===== src/logic/bst_pkg.sv =====
// Operation
// - undriven mode select reads as one
// - all test inputs sampled on rising clock
// - data out changes on falling edge, shifting only
// - data in to MSB, out from LSB
// - one register selected, chosen by instruction
// - five mode-select-high clocks reset the port
// - power-up reset leaves data out undriven
// - three-bit instruction, identify after reset
// - instruction capture loads 01 into LSBs
// - single bypass flop captures zero
// - boundary chain captures pins, then shifts
// - identify instruction captures hardwired 32-bit code
// - identify code shifts out in data shift
// - new instruction takes effect at update
// - sample-hiz selects chain, floats output bus
// - sample/preload snapshots all pins at capture
// - preload places pattern on latched cell outputs
// - captured values out while preload shifts in
// - bypass instruction puts bypass flop in path
// - external test drives preloaded values out
// - enable cell gates output drivers in external test
// - enable cell preset to one at reset
package bst_pkg;

    localparam int          IR_W         = 3;
    localparam int          ID_W         = 32;
    localparam int          BSR_LEN_DEF  = 90;
    localparam int          OE_BIT_DEF   = 89;
    localparam int          RST_TMS_HIGH = 5;

    localparam logic [2:0]  INS_EXTEST   = 3'h0;
    localparam logic [2:0]  INS_IDCODE   = 3'h1;
    localparam logic [2:0]  INS_SAMPLE_Z = 3'h2;
    localparam logic [2:0]  INS_SAMPLE   = 3'h4;
    localparam logic [2:0]  INS_BYPASS   = 3'h7;
    localparam logic [2:0]  IR_CAPTURE   = 3'h1;

    // arbitrary value, not a real maker code
    localparam logic [31:0] ID_CODE_DEF  = 32'h0a5a_5001;

    // reset values of the synchroniser: {data in, mode select, test clock}
    localparam logic [2:0]  SYNC_RST     = 3'h6;

    typedef enum logic [3:0] {
        ST_TLR     = 4'h0,
        ST_IDLE    = 4'h1,
        ST_SEL_DR  = 4'h2,
        ST_CAP_DR  = 4'h3,
        ST_SHF_DR  = 4'h4,
        ST_EX1_DR  = 4'h5,
        ST_PAU_DR  = 4'h6,
        ST_EX2_DR  = 4'h7,
        ST_UPD_DR  = 4'h8,
        ST_SEL_IR  = 4'h9,
        ST_CAP_IR  = 4'ha,
        ST_SHF_IR  = 4'hb,
        ST_EX1_IR  = 4'hc,
        ST_PAU_IR  = 4'hd,
        ST_EX2_IR  = 4'he,
        ST_UPD_IR  = 4'hf
    } bst_state_t;

endpackage


===== src/logic/bst_tap.sv =====
`timescale 1ns/1ps
module bst_tap #(
    parameter int          BSR_LEN = bst_pkg::BSR_LEN_DEF,
    parameter int          OE_BIT  = bst_pkg::OE_BIT_DEF,
    parameter logic [31:0] ID_CODE = bst_pkg::ID_CODE_DEF
) (
    input  wire logic               SYS_CLK,
    input  wire logic               RSTN,
    input  wire logic               TCK,
    input  wire logic               TMS,
    input  wire logic               TDI,
    output logic                    TDO,
    output logic                    TDO_OE_N,
    input  wire logic [BSR_LEN-1:0] BSR_PIN,
    output logic      [BSR_LEN-1:0] BSR_DRIVE,
    output logic                    EXTEST_MODE,
    output logic                    OUT_BUS_HIZ
);
    logic [2:0]                 pin_s;
    logic                       tck_s;
    logic                       tms_s;
    logic                       tdi_s;
    logic                       tck_d;
    logic                       next_tck_d;
    logic                       tck_rise;
    logic                       tck_fall;
    bst_pkg::bst_state_t        state;
    bst_pkg::bst_state_t        next_state;
    logic [bst_pkg::IR_W-1:0]   ir;
    logic [bst_pkg::IR_W-1:0]   next_ir;
    logic [bst_pkg::IR_W-1:0]   ir_shift;
    logic [bst_pkg::IR_W-1:0]   next_ir_shift;
    logic                       byp;
    logic                       next_byp;
    logic [bst_pkg::ID_W-1:0]   id_shift;
    logic [bst_pkg::ID_W-1:0]   next_id_shift;
    logic                       next_tdo;
    logic                       next_tdo_oe_n;
    logic [BSR_LEN-1:0]         next_drive;
    logic                       next_extest;
    logic                       next_hiz;
    logic                       sel_id;
    logic                       sel_bsr;
    logic                       sel_byp;
    logic                       bsr_cap;
    logic                       bsr_shf;
    logic                       bsr_upd;
    logic                       tlr;
    logic [BSR_LEN:0]           chain;
    logic [BSR_LEN-1:0]         upd_q;

    // idle mode select and data in read high (test clock low), so an undriven port walks into reset
    bst_sync #(
        .WIDTH   (3),
        .RST_VAL (bst_pkg::SYNC_RST)
    ) u_sync (
        .clk  (SYS_CLK),
        .rstn (RSTN),
        .d    ({TDI, TMS, TCK}),
        .q    (pin_s)
    );

    assign tck_s = pin_s[0];
    assign tms_s = pin_s[1];
    assign tdi_s = pin_s[2];

    // edges of the test clock, found on the system clock
    always_comb begin
        next_tck_d = tck_s;
    end

    always_ff @(posedge SYS_CLK or negedge RSTN) begin
        if (!RSTN) begin
            tck_d <= 1'b0;
        end else begin
            tck_d <= next_tck_d;
        end
    end

    assign tck_rise = tck_s & ~tck_d;
    assign tck_fall = ~tck_s & tck_d;
    assign tlr      = (state == bst_pkg::ST_TLR);

    // controller
    always_comb begin
        next_state = state;
        if (tck_rise) begin
            unique case (state)
                bst_pkg::ST_TLR:    next_state = tms_s ? bst_pkg::ST_TLR    : bst_pkg::ST_IDLE;
                bst_pkg::ST_IDLE:   next_state = tms_s ? bst_pkg::ST_SEL_DR : bst_pkg::ST_IDLE;
                bst_pkg::ST_SEL_DR: next_state = tms_s ? bst_pkg::ST_SEL_IR : bst_pkg::ST_CAP_DR;
                bst_pkg::ST_CAP_DR: next_state = tms_s ? bst_pkg::ST_EX1_DR : bst_pkg::ST_SHF_DR;
                bst_pkg::ST_SHF_DR: next_state = tms_s ? bst_pkg::ST_EX1_DR : bst_pkg::ST_SHF_DR;
                bst_pkg::ST_EX1_DR: next_state = tms_s ? bst_pkg::ST_UPD_DR : bst_pkg::ST_PAU_DR;
                bst_pkg::ST_PAU_DR: next_state = tms_s ? bst_pkg::ST_EX2_DR : bst_pkg::ST_PAU_DR;
                bst_pkg::ST_EX2_DR: next_state = tms_s ? bst_pkg::ST_UPD_DR : bst_pkg::ST_SHF_DR;
                bst_pkg::ST_UPD_DR: next_state = tms_s ? bst_pkg::ST_SEL_DR : bst_pkg::ST_IDLE;
                bst_pkg::ST_SEL_IR: next_state = tms_s ? bst_pkg::ST_TLR    : bst_pkg::ST_CAP_IR;
                bst_pkg::ST_CAP_IR: next_state = tms_s ? bst_pkg::ST_EX1_IR : bst_pkg::ST_SHF_IR;
                bst_pkg::ST_SHF_IR: next_state = tms_s ? bst_pkg::ST_EX1_IR : bst_pkg::ST_SHF_IR;
                bst_pkg::ST_EX1_IR: next_state = tms_s ? bst_pkg::ST_UPD_IR : bst_pkg::ST_PAU_IR;
                bst_pkg::ST_PAU_IR: next_state = tms_s ? bst_pkg::ST_EX2_IR : bst_pkg::ST_PAU_IR;
                bst_pkg::ST_EX2_IR: next_state = tms_s ? bst_pkg::ST_UPD_IR : bst_pkg::ST_SHF_IR;
                bst_pkg::ST_UPD_IR: next_state = tms_s ? bst_pkg::ST_SEL_DR : bst_pkg::ST_IDLE;
            endcase
        end
    end

    // power-up lands in test-logic-reset; memory pins untouched there
    always_ff @(posedge SYS_CLK or negedge RSTN) begin
        if (!RSTN) begin
            state <= bst_pkg::ST_TLR;
        end else begin
            state <= next_state;
        end
    end

    // instruction register
    always_comb begin
        next_ir_shift = ir_shift;
        next_ir       = ir;
        if (tck_rise && state == bst_pkg::ST_CAP_IR) begin
            next_ir_shift = bst_pkg::IR_CAPTURE;
        end else if (tck_rise && state == bst_pkg::ST_SHF_IR) begin
            next_ir_shift = {tdi_s, ir_shift[bst_pkg::IR_W-1:1]};
        end
        if (tlr) begin
            next_ir = bst_pkg::INS_IDCODE;
        end else if (tck_fall && state == bst_pkg::ST_UPD_IR) begin
            next_ir = ir_shift;
        end
    end

    always_ff @(posedge SYS_CLK or negedge RSTN) begin
        if (!RSTN) begin
            ir_shift <= bst_pkg::IR_CAPTURE;
            ir       <= bst_pkg::INS_IDCODE;
        end else begin
            ir_shift <= next_ir_shift;
            ir       <= next_ir;
        end
    end

    // data register select; reserved codes fall back to bypass
    assign sel_id  = (ir == bst_pkg::INS_IDCODE);
    assign sel_bsr = (ir == bst_pkg::INS_EXTEST) || (ir == bst_pkg::INS_SAMPLE)
                     || (ir == bst_pkg::INS_SAMPLE_Z);
    assign sel_byp = !sel_id && !sel_bsr;

    // bypass and identification registers
    always_comb begin
        next_byp      = byp;
        next_id_shift = id_shift;
        if (tck_rise && state == bst_pkg::ST_CAP_DR) begin
            if (sel_byp) begin
                next_byp = 1'b0;
            end
            if (sel_id) begin
                next_id_shift = ID_CODE;
            end
        end else if (tck_rise && state == bst_pkg::ST_SHF_DR) begin
            if (sel_byp) begin
                next_byp = tdi_s;
            end
            if (sel_id) begin
                next_id_shift = {tdi_s, id_shift[bst_pkg::ID_W-1:1]};
            end
        end
    end

    always_ff @(posedge SYS_CLK or negedge RSTN) begin
        if (!RSTN) begin
            byp      <= 1'b0;
            id_shift <= '0;
        end else begin
            byp      <= next_byp;
            id_shift <= next_id_shift;
        end
    end

    // boundary chain: data in enters the top cell, out leaves cell 0
    assign bsr_cap = tck_rise && state == bst_pkg::ST_CAP_DR && sel_bsr;
    assign bsr_shf = tck_rise && state == bst_pkg::ST_SHF_DR && sel_bsr;
    assign bsr_upd = tck_fall && state == bst_pkg::ST_UPD_DR
                     && (ir == bst_pkg::INS_EXTEST || ir == bst_pkg::INS_SAMPLE);
    assign chain[BSR_LEN] = tdi_s;

    genvar gi;
    generate
        for (gi = 0; gi < BSR_LEN; gi++) begin : g_cell
            bst_cell #(
                .UPD_RST ((gi == OE_BIT) ? 1'b1 : 1'b0)
            ) u_cell (
                .clk     (SYS_CLK),
                .rstn    (RSTN),
                .tlr     (tlr),
                .capture (bsr_cap),
                .shift   (bsr_shf),
                .update  (bsr_upd),
                .pin     (BSR_PIN[gi]),
                .sin     (chain[gi+1]),
                .sout    (chain[gi]),
                .upd_q   (upd_q[gi])
            );
        end
    endgenerate

    // serial output, moved only on the falling test clock edge
    always_comb begin
        next_tdo      = TDO;
        next_tdo_oe_n = TDO_OE_N;
        if (tck_fall) begin
            next_tdo_oe_n = !(state == bst_pkg::ST_SHF_IR || state == bst_pkg::ST_SHF_DR);
            if (state == bst_pkg::ST_SHF_IR) begin
                next_tdo = ir_shift[0];
            end else if (sel_id) begin
                next_tdo = id_shift[0];
            end else if (sel_bsr) begin
                next_tdo = chain[0];
            end else begin
                next_tdo = byp;
            end
        end
    end

    always_ff @(posedge SYS_CLK or negedge RSTN) begin
        if (!RSTN) begin
            TDO      <= 1'b0;
            TDO_OE_N <= 1'b1;
        end else begin
            TDO      <= next_tdo;
            TDO_OE_N <= next_tdo_oe_n;
        end
    end

    // pin-side controls; enable cell only bites under external test
    always_comb begin
        next_drive  = upd_q;
        next_extest = (ir == bst_pkg::INS_EXTEST);
        next_hiz    = (ir == bst_pkg::INS_SAMPLE_Z)
                      || ((ir == bst_pkg::INS_EXTEST) && !upd_q[OE_BIT]);
    end

    always_ff @(posedge SYS_CLK or negedge RSTN) begin
        if (!RSTN) begin
            BSR_DRIVE   <= '0;
            EXTEST_MODE <= 1'b0;
            OUT_BUS_HIZ <= 1'b0;
        end else begin
            BSR_DRIVE   <= next_drive;
            EXTEST_MODE <= next_extest;
            OUT_BUS_HIZ <= next_hiz;
        end
    end

    // helper: consecutive rising edges with mode select high
    logic [2:0]                 tms_cnt;
    logic [2:0]                 next_tms_cnt;

    // saturates so the check keeps holding while mode select stays high
    always_comb begin
        next_tms_cnt = tms_cnt;
        if (tck_rise) begin
            if (!tms_s) begin
                next_tms_cnt = 3'h0;
            end else if (tms_cnt != 3'(bst_pkg::RST_TMS_HIGH)) begin
                next_tms_cnt = tms_cnt + 3'h1;
            end
        end
    end

    always_ff @(posedge SYS_CLK or negedge RSTN) begin
        if (!RSTN) begin
            tms_cnt <= 3'h0;
        end else begin
            tms_cnt <= next_tms_cnt;
        end
    end

    a_five_tms_reset: assert property (@(posedge SYS_CLK) disable iff (!RSTN)
        (tms_cnt == 3'(bst_pkg::RST_TMS_HIGH)) |-> (state == bst_pkg::ST_TLR))
        else $error("five high mode-select edges did not reset the controller");

    a_ir_idcode_tlr: assert property (@(posedge SYS_CLK) disable iff (!RSTN)
        (state == bst_pkg::ST_TLR) |=> (ir == bst_pkg::INS_IDCODE))
        else $error("instruction not identify after test-logic-reset");

    a_ir_capture_01: assert property (@(posedge SYS_CLK) disable iff (!RSTN)
        (tck_rise && state == bst_pkg::ST_CAP_IR) |=> (ir_shift[1:0] == 2'h1))
        else $error("instruction capture did not load 01");

    a_bypass_zero: assert property (@(posedge SYS_CLK) disable iff (!RSTN)
        (tck_rise && state == bst_pkg::ST_CAP_DR && sel_byp) |=> (byp == 1'b0))
        else $error("bypass flop not cleared at capture");

    a_id_capture: assert property (@(posedge SYS_CLK) disable iff (!RSTN)
        (tck_rise && state == bst_pkg::ST_CAP_DR && sel_id) |=> (id_shift == ID_CODE))
        else $error("identification code not captured");

    a_tdo_on_fall: assert property (@(posedge SYS_CLK) disable iff (!RSTN)
        ($changed(TDO) || $changed(TDO_OE_N)) |-> $past(tck_fall))
        else $error("serial output moved off the falling edge");

    a_tdo_hiz_idle: assert property (@(posedge SYS_CLK) disable iff (!RSTN)
        (tck_fall && state != bst_pkg::ST_SHF_IR && state != bst_pkg::ST_SHF_DR)
        |=> TDO_OE_N)
        else $error("serial output driven outside shift states");

    a_ir_only_update: assert property (@(posedge SYS_CLK) disable iff (!RSTN)
        $changed(ir) |-> ($past(state) == bst_pkg::ST_UPD_IR || $past(state) == bst_pkg::ST_TLR))
        else $error("instruction changed outside update");

    a_samplez_hiz: assert property (@(posedge SYS_CLK) disable iff (!RSTN)
        (ir == bst_pkg::INS_SAMPLE_Z) |=> OUT_BUS_HIZ)
        else $error("output bus not floated under sample-hiz");

    a_oe_cell_preset: assert property (@(posedge SYS_CLK) disable iff (!RSTN)
        (state == bst_pkg::ST_TLR) |=> ##1 BSR_DRIVE[OE_BIT])
        else $error("output enable cell not preset in test-logic-reset");

endmodule


===== src/logic/bst_sync.sv =====
`timescale 1ns/1ps
module bst_sync #(
    parameter int               WIDTH   = 1,
    parameter logic [WIDTH-1:0] RST_VAL = '0
) (
    input  wire logic             clk,
    input  wire logic             rstn,
    input  wire logic [WIDTH-1:0] d,
    output logic      [WIDTH-1:0] q
);
    logic [WIDTH-1:0] meta;
    logic [WIDTH-1:0] next_meta;
    logic [WIDTH-1:0] next_q;

    always_comb begin
        next_meta = d;
        next_q    = meta;
    end

    // reset value stands for an idle, pulled-up pin
    always_ff @(posedge clk or negedge rstn) begin
        if (!rstn) begin
            meta <= RST_VAL;
            q    <= RST_VAL;
        end else begin
            meta <= next_meta;
            q    <= next_q;
        end
    end
endmodule


===== src/logic/bst_cell.sv =====
`timescale 1ns/1ps
module bst_cell #(
    parameter logic UPD_RST = 1'b0
) (
    input  wire logic clk,
    input  wire logic rstn,
    input  wire logic tlr,
    input  wire logic capture,
    input  wire logic shift,
    input  wire logic update,
    input  wire logic pin,
    input  wire logic sin,
    output logic      sout,
    output logic      upd_q
);
    logic next_sout;
    logic next_upd_q;

    always_comb begin
        next_sout  = sout;
        next_upd_q = upd_q;
        if (capture) begin
            next_sout = pin;
        end else if (shift) begin
            next_sout = sin;
        end
        if (tlr) begin
            next_upd_q = UPD_RST;
        end else if (update) begin
            next_upd_q = sout;
        end
    end

    always_ff @(posedge clk or negedge rstn) begin
        if (!rstn) begin
            sout  <= 1'b0;
            upd_q <= UPD_RST;
        end else begin
            sout  <= next_sout;
            upd_q <= next_upd_q;
        end
    end
endmodule


===== config.mk =====
export PLATFORM = sky130hd
export DESIGN_NAME = bst_tap
export DESIGN_NICKNAME = d
export VERILOG_FILES = /design/src/logic/bst_pkg.sv /design/src/logic/bst_tap.sv /design/src/logic/bst_sync.sv /design/src/logic/bst_cell.sv
export SDC_FILE = /design/constraint.sdc
export NUM_CORES = 1
export LEC_CHECK = 0
export BUFFER_PORTS_ARGS = -buffer_cell sky130_fd_sc_hd__buf_2
export CORE_ASPECT_RATIO = 0.5
export CORE_MARGIN = 10
export CORE_UTILIZATION = 55
export DETAILED_ROUTE_END_ITERATION = 10
export PLACE_DENSITY = 0.81
export SETUP_SLACK_MARGIN = 0.4
export SKIP_CTS_REPAIR_TIMING = 1
export SLEW_MARGIN = 15
export SYNTH_ARGS = -nofsm -noshare
export SYNTH_HDL_FRONTEND = slang
export SYNTH_SLANG_ARGS = --single-unit

===== constraint.sdc =====
create_clock -name SYS_CLK -period 5 [get_ports SYS_CLK]
set_input_delay 0.75 -clock SYS_CLK [delete_from_list [all_inputs] [get_ports SYS_CLK]]
set_output_delay 0.75 -clock SYS_CLK [all_outputs]
set_load 0.005 [all_outputs]

==> impl_metrics.tcl <==
set metrics [dict create \
    status "finished, final reports clean" \
    yosysMostFrequentCell "nand2_1" \
    area.growth.synth_to_final_pct 15.8 \
    synth_xor_area_share_pct 0 \
    hold_class "in2async" \
    dp_hpwl_mm 17.8 \
    gp_congestion 0.847 \
    cts_tree "yes" \
    p_leak_nw 7.63 \
    clk_latency_ps 560 \
    timing.max_cap.violations 0 \
    synth_top_family_by_area "simple AND/OR/NAND/NOR gates" \
    hold_viol_final 0 \
    critPathLaunchType "register" \
    postSynthCellCount 1127 \
    slew_violations 0 \
    port_buffers 188 \
    yosysTopAreaCell "dfrtp_1" \
    drc 0 \
    routed_wl_mm 27.4 \
    rsz0062_at_grt "false" \
    dieArea_um2 29200 \
    synthTopCellsByArea "dfrtp_1 64%, nand2_1 10%, o21ai_0 7.9%" \
    synthFlopType "dfrtp_1" \
    h-tree-depth 1 \
    synth-compound-area-share_pct 10.4 \
    nets 1369 \
    die_w_um 232 \
    core_um2 21900 \
    ys_warn_count 0 \
    ant_nets 0 \
    synth_mux_area_share_pct 7.56 \
    ios 189 \
    crit_required_ps 5380 \
    routed_via_density 5.25 \
    cts.sinks 324 \
    ir_drop_uv 273 \
    cp_max_fo 86 \
    wl_per_cell_um 17.1 \
    synthArstFlopShare_pct 100 \
    ff2ff_path_depth 4 \
    min_period_over_period_pct 59.5 \
    ys_seq_elements 324 \
    reg2reg_slack_ps 2030 \
    synth_common_cells "336 x nand2_1, 316 x dfrtp_1, 196 x o21ai_0" \
    maxSlewHeadroom_pct 21.0 \
    grt_pass1_vias 8347 \
    overflow 0 \
    syn-num-nets 1222 \
    clk_path_buf_depth 3 \
    cts_root_buf "clkbuf_16" \
    synth-seq-area-share_pct 65.7 \
    synthAdderAreaFrac_pct 0 \
    fin_skew_ps 18.1 \
    die_h_um 126 \
    initial_core_util_pct 56.5 \
    max_freq_ghz 0.336 \
    vias 8376 \
    dr.max_layer_used "met5" \
    grt_pass1_wl_mm 44.2 \
    grt_max_degree 122 \
    first_pass_iters 5 \
    finalSetupTns_ps 0 \
    holdWs_ps 287 \
    yosysUniqueCellTypes 48 \
    powerDensity_nw_per_um2 393 \
    clk_pin_slew_ps 70 \
    setup-violations-final 0 \
    synth_top_area_share_pct 64.0 \
    synth_edf_count 0 \
    drive_above_1_share_pct 19.9 \
    cts_made_buffers 28 \
    syn_avg_cell_area_um2 11.0 \
    wl_met1_mm 11.9 \
    synth-simple-area-share_pct 12.5 \
    wl_met2_mm 13.4 \
    worst_setup_path_end_kind "register" \
    drt_iter0_drc 680 \
    critPathArrivalTime_ps 3350 \
    final_util_pct 65.4 \
    place_area_um2 13300 \
    rows 38 \
    finish.instance_area_um2 14300 \
    final.min_clock_period_ps 2970 \
    tightest_slew_ps 1190 \
    crit_type "reg2reg" \
    power.total_mw 5.63 \
    dr_wl_met3_mm 1.42 \
    grt_antenna_before_repair 2 \
    netlist_area_um2 12300 \
    track_usage_pct 18.4 \
]
==> sequential cells by signal (all words and copies together) (netlist names) <==
name                 count
ir_shift                 3
ir                       3
g_cell.u_cell.upd_q     90
id_shift                32
TDO                      1
u_sync.meta              3
EXTEST_MODE              1
byp                      1
g_cell.u_cell.sout      90
u_sync.q                 3
BSR_DRIVE               90
TDO_OE_N                 1
OUT_BUS_HIZ              1
tck_d                    1
state                    4
==> stage by stage <==
stage / instances / setup slack (ps)
6_report: 1596 / 2030
5_1_grt: 1595 / 1740
4_1_cts: 1594 / 2030
3_5_place_dp: 1543 / 2090
3_3_place_gp: 1543 / 2240
2_1_floorplan: 1127 / 3320
==> worst paths after layout <==
kind,start,end
hold / removal,RSTN,g_cell[42].u_cell.upd_q$_DFFE_PN0P_
setup reg to reg,state[2]$_DFFE_PN0P_,g_cell[12].u_cell.sout$_DFFE_PN0P_
hold reg to reg,u_sync.meta[0]$_DFF_PN0_,u_sync.q[0]$_DFF_PN0_
max in group asynchronous,RSTN,BSR_DRIVE[4]$_DFF_PN0_
setup / recovery,state[2]$_DFFE_PN0P_,g_cell[12].u_cell.sout$_DFFE_PN0P_
min in group SYS_CLK,TMS,u_sync.meta[1]$_DFF_PN1_
==> critical path, stage by stage, from the launching register on <==
cell      delay [ps]
dfrtp_1          640
and3b_1          380
o211ai_4         740
buf_4            710
o21ai_0          250
==> placed cells by master, fill, tap and decap left out, types with 3 or more instances in the layout <==
cell / instances
clkbuf_1: 7
o21ai_1: 25
buf_4: 6
dfrtp_1: 316
nand2_1: 336
dfstp_2: 8
nor2b_1: 4
nor2_1: 14
clkbuf_16: 28
buf_2: 187
mux2i_1: 91
inv_1: 3
o31ai_1: 3
o21ai_0: 196
clkbuf_8: 9
nand3_1: 7
a21oi_1: 8
==> metal layers <==
metal,GRT usage [%],vias to the layer above
li1,-,4037
met1,23.7,4100
met2,30.8,185
met3,4.46,52
met4,4.85,2
met5,0,-
==> where the power goes <==
group / switching (mW) / internal (mW) / total (mW)
Clock: 0.946 / 1.27 / 2.22
Combinational: 0.396 / 0.177 / 0.573
Sequential: 0.115 / 2.72 / 2.83
==> cells by family after synthesis <==
family / Yosys count
AND/OR/NAND/NOR: 383
flip-flops: 324
AO/OA/AOI/OAI: 245
multiplexers: 93
buffers and inverters: 82
==> final cells by class <==
cell class	instances	area (um2)
clock inverter	7	103
tap	300	375
antenna	1	2.50
sequential	324	8120
timing repair buffer	196	1040
clock buffer	44	851
inverter	3	11.3
fill	1665	7570
multi-input combinational	721	3790
Power figures use the tool's default switching activity.
